===== config.mk =====
export PLATFORM = sky130hd
export DESIGN_NAME = fault_status_protect
export DESIGN_NICKNAME = d
export VERILOG_FILES = /design/src/core/fault_input_cond.v /design/src/core/fault_status_protect.v
export VERILOG_INCLUDE_DIRS = /design/src /design/src/core
export SDC_FILE = /design/constraint.sdc
export NUM_CORES = 1
export LEC_CHECK = 0
export BUFFER_PORTS_ARGS = -buffer_cell sky130_fd_sc_hd__buf_2
export CORE_MARGIN = 8
export CORE_UTILIZATION = 40
export CTS_CLUSTER_DIAMETER = 100
export DETAILED_ROUTE_END_ITERATION = 8
export GPL_TIMING_DRIVEN = 0
export PLACE_DENSITY = 0.59
export REMOVE_ABC_BUFFERS = 1
export SLEW_MARGIN = 40
export SYNTH_ARGS = -nofsm -noshare
export SYNTH_HDL_FRONTEND = slang
export SYNTH_HIERARCHICAL = 1
export SYNTH_SLANG_ARGS = --single-unit

===== constraint.sdc =====
create_clock -name clk -period 4.63 [get_ports clk]
set_input_delay 0.926 -clock clk [delete_from_list [all_inputs] [get_ports clk]]
set_output_delay 0.926 -clock clk [all_outputs]
set_load 0.05 [all_outputs]

===== src/core/fault_status_consts.vh =====
// Purpose: constants of the fault status and write protect register bank
// Assumes: byte addressed register port, 32 bit data, four fault inputs
// Notes:   included by every file of the bank but the fault pin source
// Function
// RULE1 - protect enable reads as inverse of disable
// RULE2 - write 1 sets protect, 0 ignored
// RULE3 - clear protect: read 1, then write disable
// RULE4 - protected fields ignore writes while protected
// RULE5 - bit 5 shows OR of enabled inputs
// RULE6 - bit 4 reserved, reads zero
// RULE7 - flag set on enabled detected fault
// RULE8 - flag clears by read then write 0
// RULE9 - writing 1 to flag does nothing
// RULE10 - clearing summary clears every per-input flag
// RULE11 - new fault restarts the clearing sequence
// RULE12 - flag reads 1 after fault, else 0
// RULE13 - summary bit 7 is OR of flags
// RULE14 - protected fields written only when disable set
`ifndef FAULT_STATUS_CONSTS_VH
`define FAULT_STATUS_CONSTS_VH

// register offsets
`define OFS_STATUS      8'h00
`define OFS_MODE        8'h04
`define OFS_FCTRL       8'h08
`define OFS_IRQ_STAT    8'h0C
`define OFS_IRQ_MASK    8'h10

// status register fields
`define ST_SUMMARY      7
`define ST_WP_ON        6
`define ST_IN_OR        5
`define ST_RSVD         4
`define ST_FLAG_HI      3
`define ST_FLAG_LO      0

// mode register fields
`define MD_WP_OFF       2
`define MD_FCTL_EN      0

// fault control register fields
`define FC_FVAL_HI      11
`define FC_FVAL_LO      8
`define FC_FLT_HI       7
`define FC_FLT_LO       4
`define FC_EN_HI        3
`define FC_EN_LO        0

// reset values
`define RST_WP_ON       1'b1
`define RST_FLAGS       4'h0
`define RST_FCTRL       12'h000
`define RST_DATA        32'h0000_0000
`define RST_FVAL        4'h0
`define ZERO_BIT        1'b0
`define ONE_BIT         1'b1

`endif


===== src/core/fault_input_cond.v =====
// Purpose: synchronise one fault pin and optionally filter it
// Assumes: pin is asynchronous to clk
// Notes:   output follows the pin once stable for filter_val cycles
`timescale 1ns/1ps
`include "fault_status_consts.vh"

module fault_input_cond #(
    parameter FW = 4
) (
    // clock and reset
    input  wire          clk,
    input  wire          rst_b,
    // fault pin
    input  wire          pin,
    // filter control
    input  wire          filter_on,
    input  wire [FW-1:0] filter_val,
    // conditioned level
    output reg           level
);

    reg          sync_a;
    reg          sync_b;
    reg [FW-1:0] count;
    reg          use_filter;

    ////////////////////////////////////////////////////////////////////////////
    // two flop synchroniser
    always @(posedge clk or negedge rst_b) begin
        if (!rst_b) begin
            sync_a <= `ZERO_BIT;
            sync_b <= `ZERO_BIT;
        end else begin
            sync_a <= pin;
            sync_b <= sync_a;
        end
    end

    ////////////////////////////////////////////////////////////////////////////
    // stability filter
    always @* begin
        use_filter = filter_on && (filter_val != {FW{1'b0}});
    end

    always @(posedge clk or negedge rst_b) begin
        if (!rst_b) begin
            count <= {FW{1'b0}};
            level <= `ZERO_BIT;
        end else if (!use_filter || sync_b == level) begin
            count <= {FW{1'b0}};
            level <= sync_b;
        end else if (count >= filter_val - {{(FW-1){1'b0}}, 1'b1}) begin
            count <= {FW{1'b0}};
            level <= sync_b;
        end else begin
            count <= count + {{(FW-1){1'b0}}, 1'b1};
        end
    end

endmodule


===== src/core/fault_status_protect.v =====
// Purpose: fault status flags, fault input OR and write protection
// Assumes: plain register port, read data one cycle after read strobe
// Notes:   flags clear only by read then write 0 with no fault present
`timescale 1ns/1ps
`include "fault_status_consts.vh"

module fault_status_protect #(
    parameter NF = 4,
    parameter FW = 4
) (
    // clock and reset
    input  wire          clk,
    input  wire          rst_b,
    // register port
    input  wire [7:0]    addr,
    input  wire [31:0]   wdata,
    input  wire          wr,
    input  wire          rd,
    output reg  [31:0]   rdata,
    // fault pins
    input  wire [NF-1:0] fault_pin,
    // status outputs
    output reg           write_protect_on,
    output reg           fault_summary_flag,
    output reg           irq
);

    ////////////////////////////////////////////////////////////////////////////
    // declarations
    reg  [NF-1:0] per_input_fault_flag;
    reg  [NF-1:0] next_flag;
    reg  [NF-1:0] armed;
    reg  [NF-1:0] next_armed;
    reg           armed_sum;
    reg           next_armed_sum;
    reg  [NF-1:0] det_prev;
    reg           fault_ctl_en;
    reg  [NF-1:0] input_en;
    reg  [NF-1:0] filter_en;
    reg  [FW-1:0] filter_val;
    reg           wp_armed;
    reg           next_wp_on;
    reg           next_wp_armed;
    reg  [NF-1:0] irq_stat;
    reg  [NF-1:0] irq_mask;
    reg  [NF-1:0] next_irq_stat;
    reg  [31:0]   next_rdata;
    reg  [31:0]   status_word;
    reg           fault_inputs_or;
    reg           clr_all;
    wire [NF-1:0] cond;
    wire [NF-1:0] det;
    wire [NF-1:0] new_det;
    wire          wr_status;
    wire          rd_status;
    wire          wr_mode;
    wire          wr_fctrl;
    wire          rd_irq;
    wire          wr_mask;
    wire          wp_set;
    wire          wp_clear;
    wire [NF-1:0] flag_rise;
    wire [NF-1:0] clr_bit;
    wire [NF-1:0] mask_now;
    wire [NF-1:0] irq_pend;
    reg  [31:0]   mode_word;
    reg  [31:0]   fctrl_word;

    ////////////////////////////////////////////////////////////////////////////
    // address decode
    assign wr_status = wr && (addr == `OFS_STATUS);
    assign rd_status = rd && (addr == `OFS_STATUS);
    assign wr_mode   = wr && (addr == `OFS_MODE);
    assign wr_fctrl  = wr && (addr == `OFS_FCTRL);
    assign rd_irq    = rd && (addr == `OFS_IRQ_STAT);
    assign wr_mask   = wr && (addr == `OFS_IRQ_MASK);

    ////////////////////////////////////////////////////////////////////////////
    // input conditioning and detection
    genvar j;
    generate
        for (j = 0; j < NF; j = j + 1) begin : g_in
            fault_input_cond #(
                .FW (FW)
            ) u_cond (
                .clk        (clk),
                .rst_b      (rst_b),
                .pin        (fault_pin[j]),
                .filter_on  (filter_en[j]),
                .filter_val (filter_val),
                .level      (cond[j])
            );
        end
    endgenerate

    assign det     = {NF{fault_ctl_en}} & input_en & cond;
    assign new_det = det & ~det_prev;

    always @* begin
        fault_inputs_or = fault_ctl_en && (|(input_en & cond)); // RULE5
    end

    always @(posedge clk or negedge rst_b) begin
        if (!rst_b) begin
            det_prev <= `RST_FLAGS;
        end else begin
            det_prev <= det;
        end
    end

    ////////////////////////////////////////////////////////////////////////////
    // write protection
    assign wp_set   = wr_status && wdata[`ST_WP_ON];
    assign wp_clear = wr_mode && wdata[`MD_WP_OFF] && wp_armed;

    always @* begin
        next_wp_on    = write_protect_on;
        next_wp_armed = wp_armed;
        if (rd_status && write_protect_on) begin
            next_wp_armed = `ONE_BIT;
        end
        if (wp_set) begin
            next_wp_on    = `ONE_BIT; // RULE2
            next_wp_armed = `ZERO_BIT;
        end else if (wr_mode) begin
            if (wp_clear) begin
                next_wp_on = `ZERO_BIT; // RULE3
            end
            next_wp_armed = `ZERO_BIT;
        end else if (wr) begin
            next_wp_armed = `ZERO_BIT;
        end
    end

    always @(posedge clk or negedge rst_b) begin
        if (!rst_b) begin
            write_protect_on <= `RST_WP_ON;
            wp_armed         <= `ZERO_BIT;
        end else begin
            write_protect_on <= next_wp_on;
            wp_armed         <= next_wp_armed;
        end
    end

    ////////////////////////////////////////////////////////////////////////////
    // mode and fault control registers
    always @(posedge clk or negedge rst_b) begin
        if (!rst_b) begin
            fault_ctl_en <= `ZERO_BIT;
            input_en     <= `RST_FLAGS;
            filter_en    <= `RST_FLAGS;
            filter_val   <= `RST_FVAL;
        end else begin
            if (wr_mode) begin
                fault_ctl_en <= wdata[`MD_FCTL_EN];
            end
            if (wr_fctrl) begin
                input_en   <= wdata[`FC_EN_HI:`FC_EN_LO];
                filter_val <= wdata[`FC_FVAL_HI:`FC_FVAL_LO];
                if (!write_protect_on) begin
                    filter_en <= wdata[`FC_FLT_HI:`FC_FLT_LO]; // RULE4 RULE14
                end
            end
        end
    end

    ////////////////////////////////////////////////////////////////////////////
    // fault flags and clearing sequences
    always @* begin
        clr_all = wr_status && !wdata[`ST_SUMMARY] && armed_sum && !(|det);
    end

    assign clr_bit = {NF{wr_status}} & ~wdata[NF-1:0] & armed; // RULE8

    always @* begin
        next_armed_sum = armed_sum;
        if (|new_det) begin
            next_armed_sum = `ZERO_BIT; // RULE11
        end else if (rd_status && fault_summary_flag) begin
            next_armed_sum = `ONE_BIT;
        end else if (wr_status) begin
            next_armed_sum = `ZERO_BIT;
        end
    end

    generate
        for (j = 0; j < NF; j = j + 1) begin : g_flag
            always @* begin
                next_flag[j]  = per_input_fault_flag[j];
                next_armed[j] = armed[j];
                if (new_det[j]) begin
                    next_armed[j] = `ZERO_BIT; // RULE11
                end else if (rd_status && per_input_fault_flag[j]) begin
                    next_armed[j] = `ONE_BIT; // RULE8
                end else if (wr_status) begin
                    next_armed[j] = `ZERO_BIT;
                end
                if (det[j]) begin
                    next_flag[j] = `ONE_BIT; // RULE7 RULE12
                end else if (clr_all) begin
                    next_flag[j] = `ZERO_BIT; // RULE10
                end else if (clr_bit[j]) begin
                    next_flag[j] = `ZERO_BIT; // RULE8 RULE9
                end
            end
        end
    endgenerate

    always @(posedge clk or negedge rst_b) begin
        if (!rst_b) begin
            per_input_fault_flag <= `RST_FLAGS;
            armed                <= `RST_FLAGS;
            armed_sum            <= `ZERO_BIT;
            fault_summary_flag   <= `ZERO_BIT;
        end else begin
            per_input_fault_flag <= next_flag;
            armed                <= next_armed;
            armed_sum            <= next_armed_sum;
            fault_summary_flag   <= |next_flag; // RULE13
        end
    end

    ////////////////////////////////////////////////////////////////////////////
    // interrupt status and mask
    assign flag_rise = det & ~per_input_fault_flag;
    assign mask_now  = wr_mask ? wdata[NF-1:0] : irq_mask;
    assign irq_pend  = next_irq_stat & mask_now;

    always @* begin
        next_irq_stat = rd_irq ? `RST_FLAGS : irq_stat;
        next_irq_stat = next_irq_stat | flag_rise;
    end

    always @(posedge clk or negedge rst_b) begin
        if (!rst_b) begin
            irq_stat <= `RST_FLAGS;
            irq_mask <= `RST_FLAGS;
            irq      <= `ZERO_BIT;
        end else begin
            irq_stat <= next_irq_stat;
            if (wr_mask) begin
                irq_mask <= wdata[NF-1:0];
            end
            irq <= |irq_pend;
        end
    end

    ////////////////////////////////////////////////////////////////////////////
    // read data
    always @* begin
        status_word                          = `RST_DATA;
        status_word[`ST_SUMMARY]             = |per_input_fault_flag; // RULE13
        status_word[`ST_WP_ON]               = write_protect_on;
        status_word[`ST_IN_OR]               = fault_inputs_or; // RULE5
        status_word[`ST_RSVD]                = `ZERO_BIT; // RULE6
        status_word[`ST_FLAG_HI:`ST_FLAG_LO] = per_input_fault_flag; // RULE12
    end

    always @* begin
        mode_word              = `RST_DATA;
        mode_word[`MD_WP_OFF]  = ~write_protect_on; // RULE1
        mode_word[`MD_FCTL_EN] = fault_ctl_en;
    end

    always @* begin
        fctrl_word                          = `RST_DATA;
        fctrl_word[`FC_FVAL_HI:`FC_FVAL_LO] = filter_val;
        fctrl_word[`FC_FLT_HI:`FC_FLT_LO]   = filter_en;
        fctrl_word[`FC_EN_HI:`FC_EN_LO]     = input_en;
    end

    always @* begin
        next_rdata = `RST_DATA;
        case (addr)
            `OFS_STATUS: begin
                next_rdata = status_word;
            end
            `OFS_MODE: begin
                next_rdata = mode_word;
            end
            `OFS_FCTRL: begin
                next_rdata = fctrl_word;
            end
            `OFS_IRQ_STAT: begin
                next_rdata[NF-1:0] = irq_stat;
            end
            `OFS_IRQ_MASK: begin
                next_rdata[NF-1:0] = irq_mask;
            end
            default: begin
                next_rdata = `RST_DATA;
            end
        endcase
    end

    always @(posedge clk or negedge rst_b) begin
        if (!rst_b) begin
            rdata <= `RST_DATA;
        end else if (rd) begin
            rdata <= next_rdata;
        end else begin
            rdata <= `RST_DATA;
        end
    end

endmodule


==> run summary, run 1 <==
Pre-CTS worst setup slack = 1690 ps
CP Data Required Time = 4850 ps
Critical Path Sink Type = flop
Synth warn = 6
Rel. slew slack = 60.40%
Synthesized flop and latch total = 78
Clk root buf = clkbuf_8
Die ar. = 13090 um2
Vias = 2593
Cells after Synth = 340
Worst Tran Pin Value = 594.0 ps
Switching power total = 0.3668 mW
CP max stage delay = 530 ps
Fmax = 0.3885 GHz
Worst VDD drop = 168.5 uV
CP Cell Sequence = buf_2, nor4_4, nand3_2, nor3_2, o21ai_1, or4_1
Critical Path Fanout Max = 11
Top-area cell type share of the netlist area = 49.76%
TritonCTS Sinks = 78
Final Max Slew Viols = 0
Total track usage = 13.25%
H-tree levels = 3
Utilization after layout = 45.83%
Data arrival, critical path = 2800 ps
Delay-heaviest family, CP = simple AND/OR/NAND/NOR gates
Leak pwr = 2.159 nW
DP Wirelength = 6105 um
CP max-delay cell = or4_1
Overflow after GRT = 0
CTS tree = yes
First-pass GRT wire length = 13380 um
WL final = 8010 um
Final nets = 462
Antenna diodes = 0
DR vias/cell = 4.911
Starting Density = 40.36%
Post-DRT Antenna Nets = 0
EDFF count, synth = 0
Top cell type by total area after synthesis = dfrtp_1
Sum of buffers and inverters on the critical path = 1
Clk_lat worst skew = 350 ps
Min Tclk post-route = 2574 ps
Worst Setup Start Kind = input port
Rows = 36
Hold WC Path Type = reg2reg
Clock transition at the registers of the reported paths = 80 ps
Setup Viol. Count Final = 0
DIE WIDTH = 114.4 um
Post-route setup slack = 2056 ps
Most frequent cells in the layout = 77 x dfrtp_1, 41 x buf_2, 30 x nor2_1
Clock Tree Buf Depth = 2
Hold path startpoint = g_in[0].u_cond/sync_a$_DFF_PN0_
Max-cap violations = 0
Synthesized area per cell = 11.39 um2
Seq pwr share = 51.7%
Crit Path Class = in2reg
Top_reg_cell synth = dfrtp_1
# IOs = 83
Core area = 9594 um2
Final period util = 55.60%
CTS Buf Count = 9
Clock power frac = 37.2%
Drt initial violations = 115
Synth cell types = 46
DRC viols = 0
Logic pwr share = 11.2%
Power Dens Cells = 318.7 nW/um2
Seq/Total Area, Yosys = 50.44%
First-pass detailed-route iteration total = 4
Pwr Total = 1.401 mW
Pin count of the biggest net entering global routing = 56
Pint = 1.035 mW
Synth async-reset ratio = 100.0%
Crit path launch = addr[3]
Post-CTS Resized = 0
Die H = 114.4 um
Post-CTS Setup Inserts = 0
Clock Skew = 7.367 ps
Initial antenna violation count = 0
Layout cells sized above 1 = 24.81%
Hold buffers post-CTS = 0
RSZ-0062 raised after global routing = false
IO Port Bufs = 42
Synthesis-to-layout area growth = 13.54%
Worst R2R Start = filter_val[0]$_DFFE_PN0P_
Status = finished clean
Sum Neg Setup Slack = 0 ps
Ranking of synthesized cells by area = dfrtp_1 50%, ha_1 7.8%, mux2_2 4.9%
Sw Ratio = 26.17%
Mapped Area = 3872 um2
GPL Wtd Cong = 0.8031
Average wire per standard cell = 15.17 um
Fin. Hold Viols = 0
Vias in the first global route = 2633
Commonest non-fill, non-tap cell in the layout = dfrtp_1
==> layer usage <==
layer	wire length (um)	track usage, %	up-vias	part of all wire [%]
met3	537	4.483	10	6.7
met1	3573	16.41	1272	45
li1	-	-	1252	-
met5	0	0	-	0
met4	72	4.703	0	0.90
met2	3827	20.97	59	48
==> cell usage after synthesis, types with 8 or more instances <==
library cell / number
inv_1: 23
mux2_2: 17
ha_1: 24
xor2_1: 8
nand3_1: 13
nand2_1: 20
a22oi_1: 11
nor2_1: 30
dfrtp_1: 77
nand2b_1: 8
buf_4: 21
xnor2_1: 12
==> cells by family after synthesis <==
kind of cell               after synthesis  synth area share (%)
and+or+nand+nor                        106                 15.54
DFF                                     78                 50.44
buffers and inverters                   46                 6.494
AOI/OAI and AO/OA                       44                 8.659
adders and majority gates               24                 7.754
muxes                                   21                 6.494
xor gates and xnor gates                20                 4.523
other                                    1               0.09684
==> state kept, by name, summed over array words and instances, names as in the netlist <==
signal and cells:
g_in.u_cond/count 16, rdata 12, armed 4, det_prev 4, filter_en 4, filter_val 4, g_in.u_cond/level 4, g_in.u_cond/sync_a 4
g_in.u_cond/sync_b 4, input_en 4, irq_mask 4, irq_stat 4, per_input_fault_flag 4, armed_sum 1, fault_ctl_en 1, fault_summary_flag 1
irq 1, wp_armed 1, write_protect_on 1
==> stage by stage <==
stage	instance area, um2	instances	hold slack [ps]
CTS	4397	528	359.3
global placement	4155	511	338.0
detailed placement	4189	512	341.1
finish	4397	528	354.0
global route	4397	528	363.4
floorplan	3779	336	331.2
==> worst paths after layout <==
check                           slack [ps]                          endpoint  cells past startpoint
worst max-delay path                  2060      fault_summary_flag$_DFF_PN0_                      6
worst min-delay path                   350   g_in[0].u_cond/sync_b$_DFF_PN0_                      0
worst max register to register        2380  g_in[2].u_cond/level$_DFFE_PN0P_                      7
worst min register to register         350   g_in[0].u_cond/sync_b$_DFF_PN0_                      0
max in group asynchronous             3650      write_protect_on$_DFFE_PN1P_                      2
min in group asynchronous              420   g_in[1].u_cond/sync_a$_DFF_PN0_                      1
==> cell type report <==
type	instances	area, um2
tap	133	166.4
multi-input combinational	235	1739
inverter	23	86.33
sequential	78	1953
fill	927	5197
timing repair buffer	43	244.0
clock buffer	11	151.4
clock inverter	5	56.30
==> power groups by stage <==
| stage | logic, mW | clock network (mW) | registers, mW |
|---|---|---|---|
| 5_1_grt | 0.172 | 0.574 | 0.728 |
| 3_3_place_gp | 0.150 | 0 | 0.737 |
| 3_5_place_dp | 0.157 | 0 | 0.738 |
| 2_1_floorplan | 0.100 | 0 | 0.737 |
| 6_report | 0.156 | 0.521 | 0.724 |
| 4_1_cts | 0.158 | 0.539 | 0.724 |
Note: power is estimated with default switching activity, not from simulation.
==> run 2, diff against run 1 <==
PLACE_DENSITY = 0.61   (was 0.59)
clock period = 2.3 ns   (was 4.63 ns; I/O delays follow)
==> run 2 against run 1 <==
Count of clock-buffer cells in the layout is 1 lower; utilization is 0.17 points higher; routed wire length hardly changed; clock skew is 1.9 ps higher; setup slack worse by 1900 ps; clock power is 110% higher; first-iteration DRC count is 100% higher; sequential share of layout area is 0.078 points lower; die area stayed put; highest routed layer unchanged; non-clock buffer count is 1 higher.
==> run summary, run 2 (synthesis gave the netlist of run 1 again) <==
Worst Tran Pin Value = 561.3 ps
Power Dens Cells = 653.2 nW/um2
Post-DRT Antenna Nets = 0
Fin. Hold Viols = 0
Clock Skew = 9.226 ps
CTS Buf Count = 9
Worst VDD drop = 333.6 uV
Rows = 36
Pint = 2.151 mW
Die H = 114.4 um
Total track usage = 13.28%
Pin count of the biggest net entering global routing = 46
Pre-CTS worst setup slack = -143.0 ps
# fillers = 914
Hold WC Path Type = in2reg
GPL Wtd Cong = 0.8465
H-tree levels = 3
Largest regs = g_in.u_cond/count x16, rdata x12
Critical Path Sink Type = flop
DP Wirelength = 6087 um
TritonCTS Sinks = 78
First-pass GRT wire length = 13600 um
GRT busiest layer = met2
Most frequent cells in the layout = 74 x dfrtp_1, 41 x buf_2, 30 x nor2_1
Post-route setup slack = 140.0 ps
Core area = 9594 um2
Worst Setup Start Kind = flop
Seq pwr share = 50.5%
Max-cap violations = 0
Clk_lat worst skew = 350 ps
Multi-input gate area = 1739 um2
Met2 usage = 20.27%
Fmax = 0.4630 GHz
Max reg flops = 16
Most flops, register = g_in.u_cond/count
Crit Path Class = reg2reg
IO Port Bufs = 42
Commonest non-fill, non-tap cell in the layout = dfrtp_1
Overflow after GRT = 0
Synthesis-to-layout area growth = 13.96%
DIE WIDTH = 114.4 um
Met3 usage = 3.692%
Status = finished clean
DRC viols = 0
Area taken by flip-flops and latches = 1957 um2
Sw Ratio = 25.38%
Layout cells sized above 1 = 25.13%
# IOs = 83
Switching power total = 0.7317 mW
Leak pwr = 2.157 nW
Critical Path Fanout Max = 10
Data arrival, critical path = 2390 ps
DR vias/cell = 4.918
Min Tclk post-route = 2160 ps
Initial antenna violation count = 0
RSZ-0062 raised after global routing = false
Average wire per standard cell = 15.19 um
Clock Tree Buf Depth = 2
WL final = 8005 um
Vias in the first global route = 2632
Vias = 2592
M1 GR Usage = 17.48%
Final period util = 93.91%
Antenna diodes = 0
Clock power frac = 38.5%
CP Data Required Time = 2530 ps
Final Max Slew Viols = 0
Clock transition at the registers of the reported paths = 80 ps
Clk root buf = clkbuf_8
Starting Density = 40.36%
Drt initial violations = 230
Setup Viol. Count Final = 0
First-pass detailed-route iteration total = 4
CTS tree = yes
Final nets = 463
Rel. slew slack = 62.19%
Sum Neg Setup Slack = 0 ps
Die ar. = 13090 um2
Post-CTS Setup Inserts = 0
Logic pwr share = 11.0%
-- run 2: final cells by class --
cell class | count | area share, %
tap | 133 | 3.771
multi-input combinational | 235 | 39.41
sequential | 78 | 44.34
clock inverter | 4 | 1.644
clock buffer | 10 | 3.119
timing repair buffer | 44 | 5.756
inverter | 23 | 1.956
-- run 2: what timing repair did --
action / CTS / global route
gates resized for setup: 0 / 3
endpoints found under the setup margin: 0 / 4
hold buffers: 1 / 0
endpoints found under the hold margin: 33 / 0
-- run 2: routing by layer --
| layer | share of wire (%) | vias up |
|---|---|---|
| met5 | 0 | - |
| met4 | 0.60 | 0 |
| met3 | 6.8 | 4 |
| met2 | 47 | 72 |
| met1 | 46 | 1270 |
| li1 | - | 1246 |
-- run 2: stage by stage --
step	cells	hold slack, ps	area (um2)	utilization, %	total power [mW]
6_report	527	212.7	4413	46.00	2.883
5_1_grt	527	189.7	4413	46.00	3.029
4_1_cts	527	194.2	4409	45.96	2.927
3_5_place_dp	512	334.7	4189	43.66	1.800
3_3_place_gp	511	334.5	4155	43.31	1.784
2_1_floorplan	336	164.4	3779	-	1.686
-- run 2: path summary, 6_finish.rpt --
path                                                     end                       startpoint  cells after the start  slack (ps)
setup / recovery            g_in[1].u_cond/level$_DFFE_PN0P_        filter_val[0]$_DFFE_PN0P_                      7         140
hold / removal               g_in[1].u_cond/sync_a$_DFF_PN0_                     fault_pin[1]                      1         210
setup reg to reg            g_in[1].u_cond/level$_DFFE_PN0P_        filter_val[0]$_DFFE_PN0P_                      7         140
hold reg to reg              g_in[0].u_cond/sync_b$_DFF_PN0_  g_in[0].u_cond/sync_a$_DFF_PN0_                      0         350
max in group asynchronous       write_protect_on$_DFFE_PN1P_                            rst_b                      3        1140
min in group asynchronous  g_in[3].u_cond/count[0]$_DFF_PN0_                            rst_b                      2         560
-- run 2: worst max-delay path: stages, from the launching register on --
cell and delay [ps]:
dfrtp_2 480, inv_1 90, ha_1 300, ha_1 200
or3b_1 380, o2111ai_1 140, nand2_1 150, mux2_4 310
-- run 2: power by group through the flow --
stage | Combinational (mW) | Clock (mW) | Sequential (mW)
global route | 0.353 | 1.21 | 1.46
global placement | 0.302 | 0 | 1.48
finish | 0.316 | 1.11 | 1.46
CTS | 0.319 | 1.15 | 1.46
floorplan | 0.202 | 0 | 1.48
detailed placement | 0.316 | 0 | 1.48
==> run 3, diff against run 2 <==
CORE_MARGIN = not set   (was 8)
==> run 3 against run 2 <==
Count of clock-buffer cells in the layout stayed put; fmax fell by 0.48%; via count rose by 1.1%; critical path depth unchanged; final cell count decreased by 0.38%; global-route usage is 3.7 points higher; hold slack worse by 9.9 ps; utilization up 1.2 points; largest cell class unchanged.
==> run summary, run 3 (synthesis gave the netlist of run 1 again) <==
Final hold slack = 202.8 ps
Clk_lat worst skew = 370 ps
Total track usage = 17.00%
# fillers = 890
Most flops, register = g_in.u_cond/count
Final Non-Filler Cells = 525
Average wire per standard cell = 14.72 um
Core area = 9328 um2
Vias = 2621
Drt initial violations = 91
Status = finished clean
Clock transition at the registers of the reported paths = 80 ps
Overflow after GRT = 0
Initial antenna violation count = 0
Final instance area = 4403 um2
Clock Skew = 16.21 ps
CP Data Required Time = 2540 ps
Max reg flops = 16
Die H = 100.4 um
Worst Setup Start Kind = flop
Critical Path Sink Type = flop
Area after DPL = 4184 um2
Final Max Slew Viols = 0
Fmax = 0.4607 GHz
First-pass detailed-route iteration total = 4
Leak pwr = 2.158 nW
Final nets = 463
Fin. Hold Viols = 0
Clock Tree Buf Depth = 2
Multi-input gate area = 1739 um2
Vias in the first global route = 2574
Post-DRT Antenna Nets = 0
Synthesis-to-layout area growth = 13.70%
CP most frequent cell = ha_1
Reg2reg setup slack = 130 ps
GPL Wtd Cong = 0.8553
IO Port Bufs = 42
Clock power frac = 37.3%
Die ar. = 10080 um2
DR vias/cell = 4.992
Hold WC Path Type = in2reg
RSZ-0062 raised after global routing = false
Logic pwr share = 11.2%
Commonest non-fill, non-tap cell in the layout = dfrtp_1
Rows = 35
Placed Cells = 508
# IOs = 83
DRC viols = 0
Power Dens Cells = 642.4 nW/um2
CP max stage delay = 570 ps
DP Wirelength = 5795 um
WL final = 7730 um
Switching power total = 0.7685 mW
DIE WIDTH = 100.4 um
TritonCTS Sinks = 78
H-tree levels = 3
CP Cell Sequence = inv_1, ha_1, ha_1, or3b_1, o2111ai_1, nand2_1, mux2_4
Layout cells sized above 1 = 25.25%
Setup Viol. Count Final = 0
Data arrival, critical path = 2410 ps
Antenna diodes = 0
Worst VDD drop = 450.9 uV
Critical Path Fanout Max = 10
CTS tree = yes
CP max-delay cell = dfrtp_1
Clk root buf = clkbuf_8
Area taken by flip-flops and latches = 1956 um2
Most frequent cells in the layout = 75 x dfrtp_1, 41 x buf_2, 30 x nor2_1
Final period util = 94.37%
Seq pwr share = 51.5%
Starting Density = 41.52%
Pint = 2.060 mW
Sw Ratio = 27.17%
Crit Path Class = reg2reg
Max-cap violations = 0
CTS Buf Count = 9
Largest regs = g_in.u_cond/count x16, rdata x12
Min Tclk post-route = 2170 ps
First-pass GRT wire length = 12920 um
Pin count of the biggest net entering global routing = 50
## run 3: cell types whose count changed in the layout (fill, tap and decap cells not counted)
cell / before / now
clkinv_4: 0 / 2
bufinv_16: 2 / 1
dfrtp_1: 74 / 75
dfrtp_2: 3 / 2
inv_6: 0 / 1
## run 3: area by class of cell
cell class	instances	area share, %
Tap cell	129	3.666
Clock inverter	6	1.563
Multi-Input combinational cell	235	39.50
Timing Repair Buffer	44	5.769
Inverter	23	1.961
Clock buffer	10	3.126
Sequential cell	78	44.42
## run 3: per-layer routing
metal	GRT usage [%]	part of all wire, %	wire [um]
met1	22.68	47	3637
met2	26.61	48	3715
met3	5.710	4.0	310
met4	4.348	0.85	66
met5	0	0	0
## run 3: per-stage QoR
step / setup WS [ps] / util [%] / TNS, ps / total power, mW
floorplan: 250.8 / - / 0 / 1.686
global placement: -199.4 / 44.49 / -648.3 / 1.784
detailed placement: -172.2 / 44.86 / -715.9 / 1.801
CTS: 44.71 / 47.18 / 0 / 2.875
global route: 14.79 / 47.20 / 0 / 2.973
finish: 129.5 / 47.20 / 0 / 2.828
## run 3: critical path, delay by kind of cell (launching register included)
family	cells	cell delay [ps]
flip-flops	1	570
adder cells (fa/ha/maj)	2	490
AND/OR/NAND/NOR	2	480
multiplexers	1	300
AO/OA/AOI/OAI	1	120
buffers and inverters	1	90
## run 3: power groups by stage
stage	logic (mW)	clock network, mW	registers [mW]
CTS	0.321	1.10	1.46
global route	0.351	1.16	1.46
floorplan	0.202	0	1.48
detailed placement	0.318	0	1.48
global placement	0.302	0	1.48
finish	0.316	1.06	1.46
## run 3: what timing repair did
item                                    in CTS  in global routing
endpoints found under the hold margin       28                  0
endpoints found under the setup margin       0                  4
buffers inserted                             0                  0
gates resized for setup                      0                  2
hold buffers                                 1                  0
## run 3: worst paths after layout
path,endpoint,cells after the start,from
hold reg to reg,g_in[2].u_cond/sync_b$_DFF_PN0_,0,g_in[2].u_cond/sync_a$_DFF_PN0_
min in group asynchronous,filter_en[3]$_DFFE_PN0P_,2,rst_b
hold / removal,g_in[0].u_cond/sync_a$_DFF_PN0_,1,fault_pin[0]
setup / recovery,g_in[3].u_cond/level$_DFFE_PN0P_,7,filter_val[1]$_DFFE_PN0P_
setup reg to reg,g_in[3].u_cond/level$_DFFE_PN0P_,7,filter_val[1]$_DFFE_PN0P_
max in group asynchronous,irq_stat[2]$_DFF_PN0_,3,rst_b
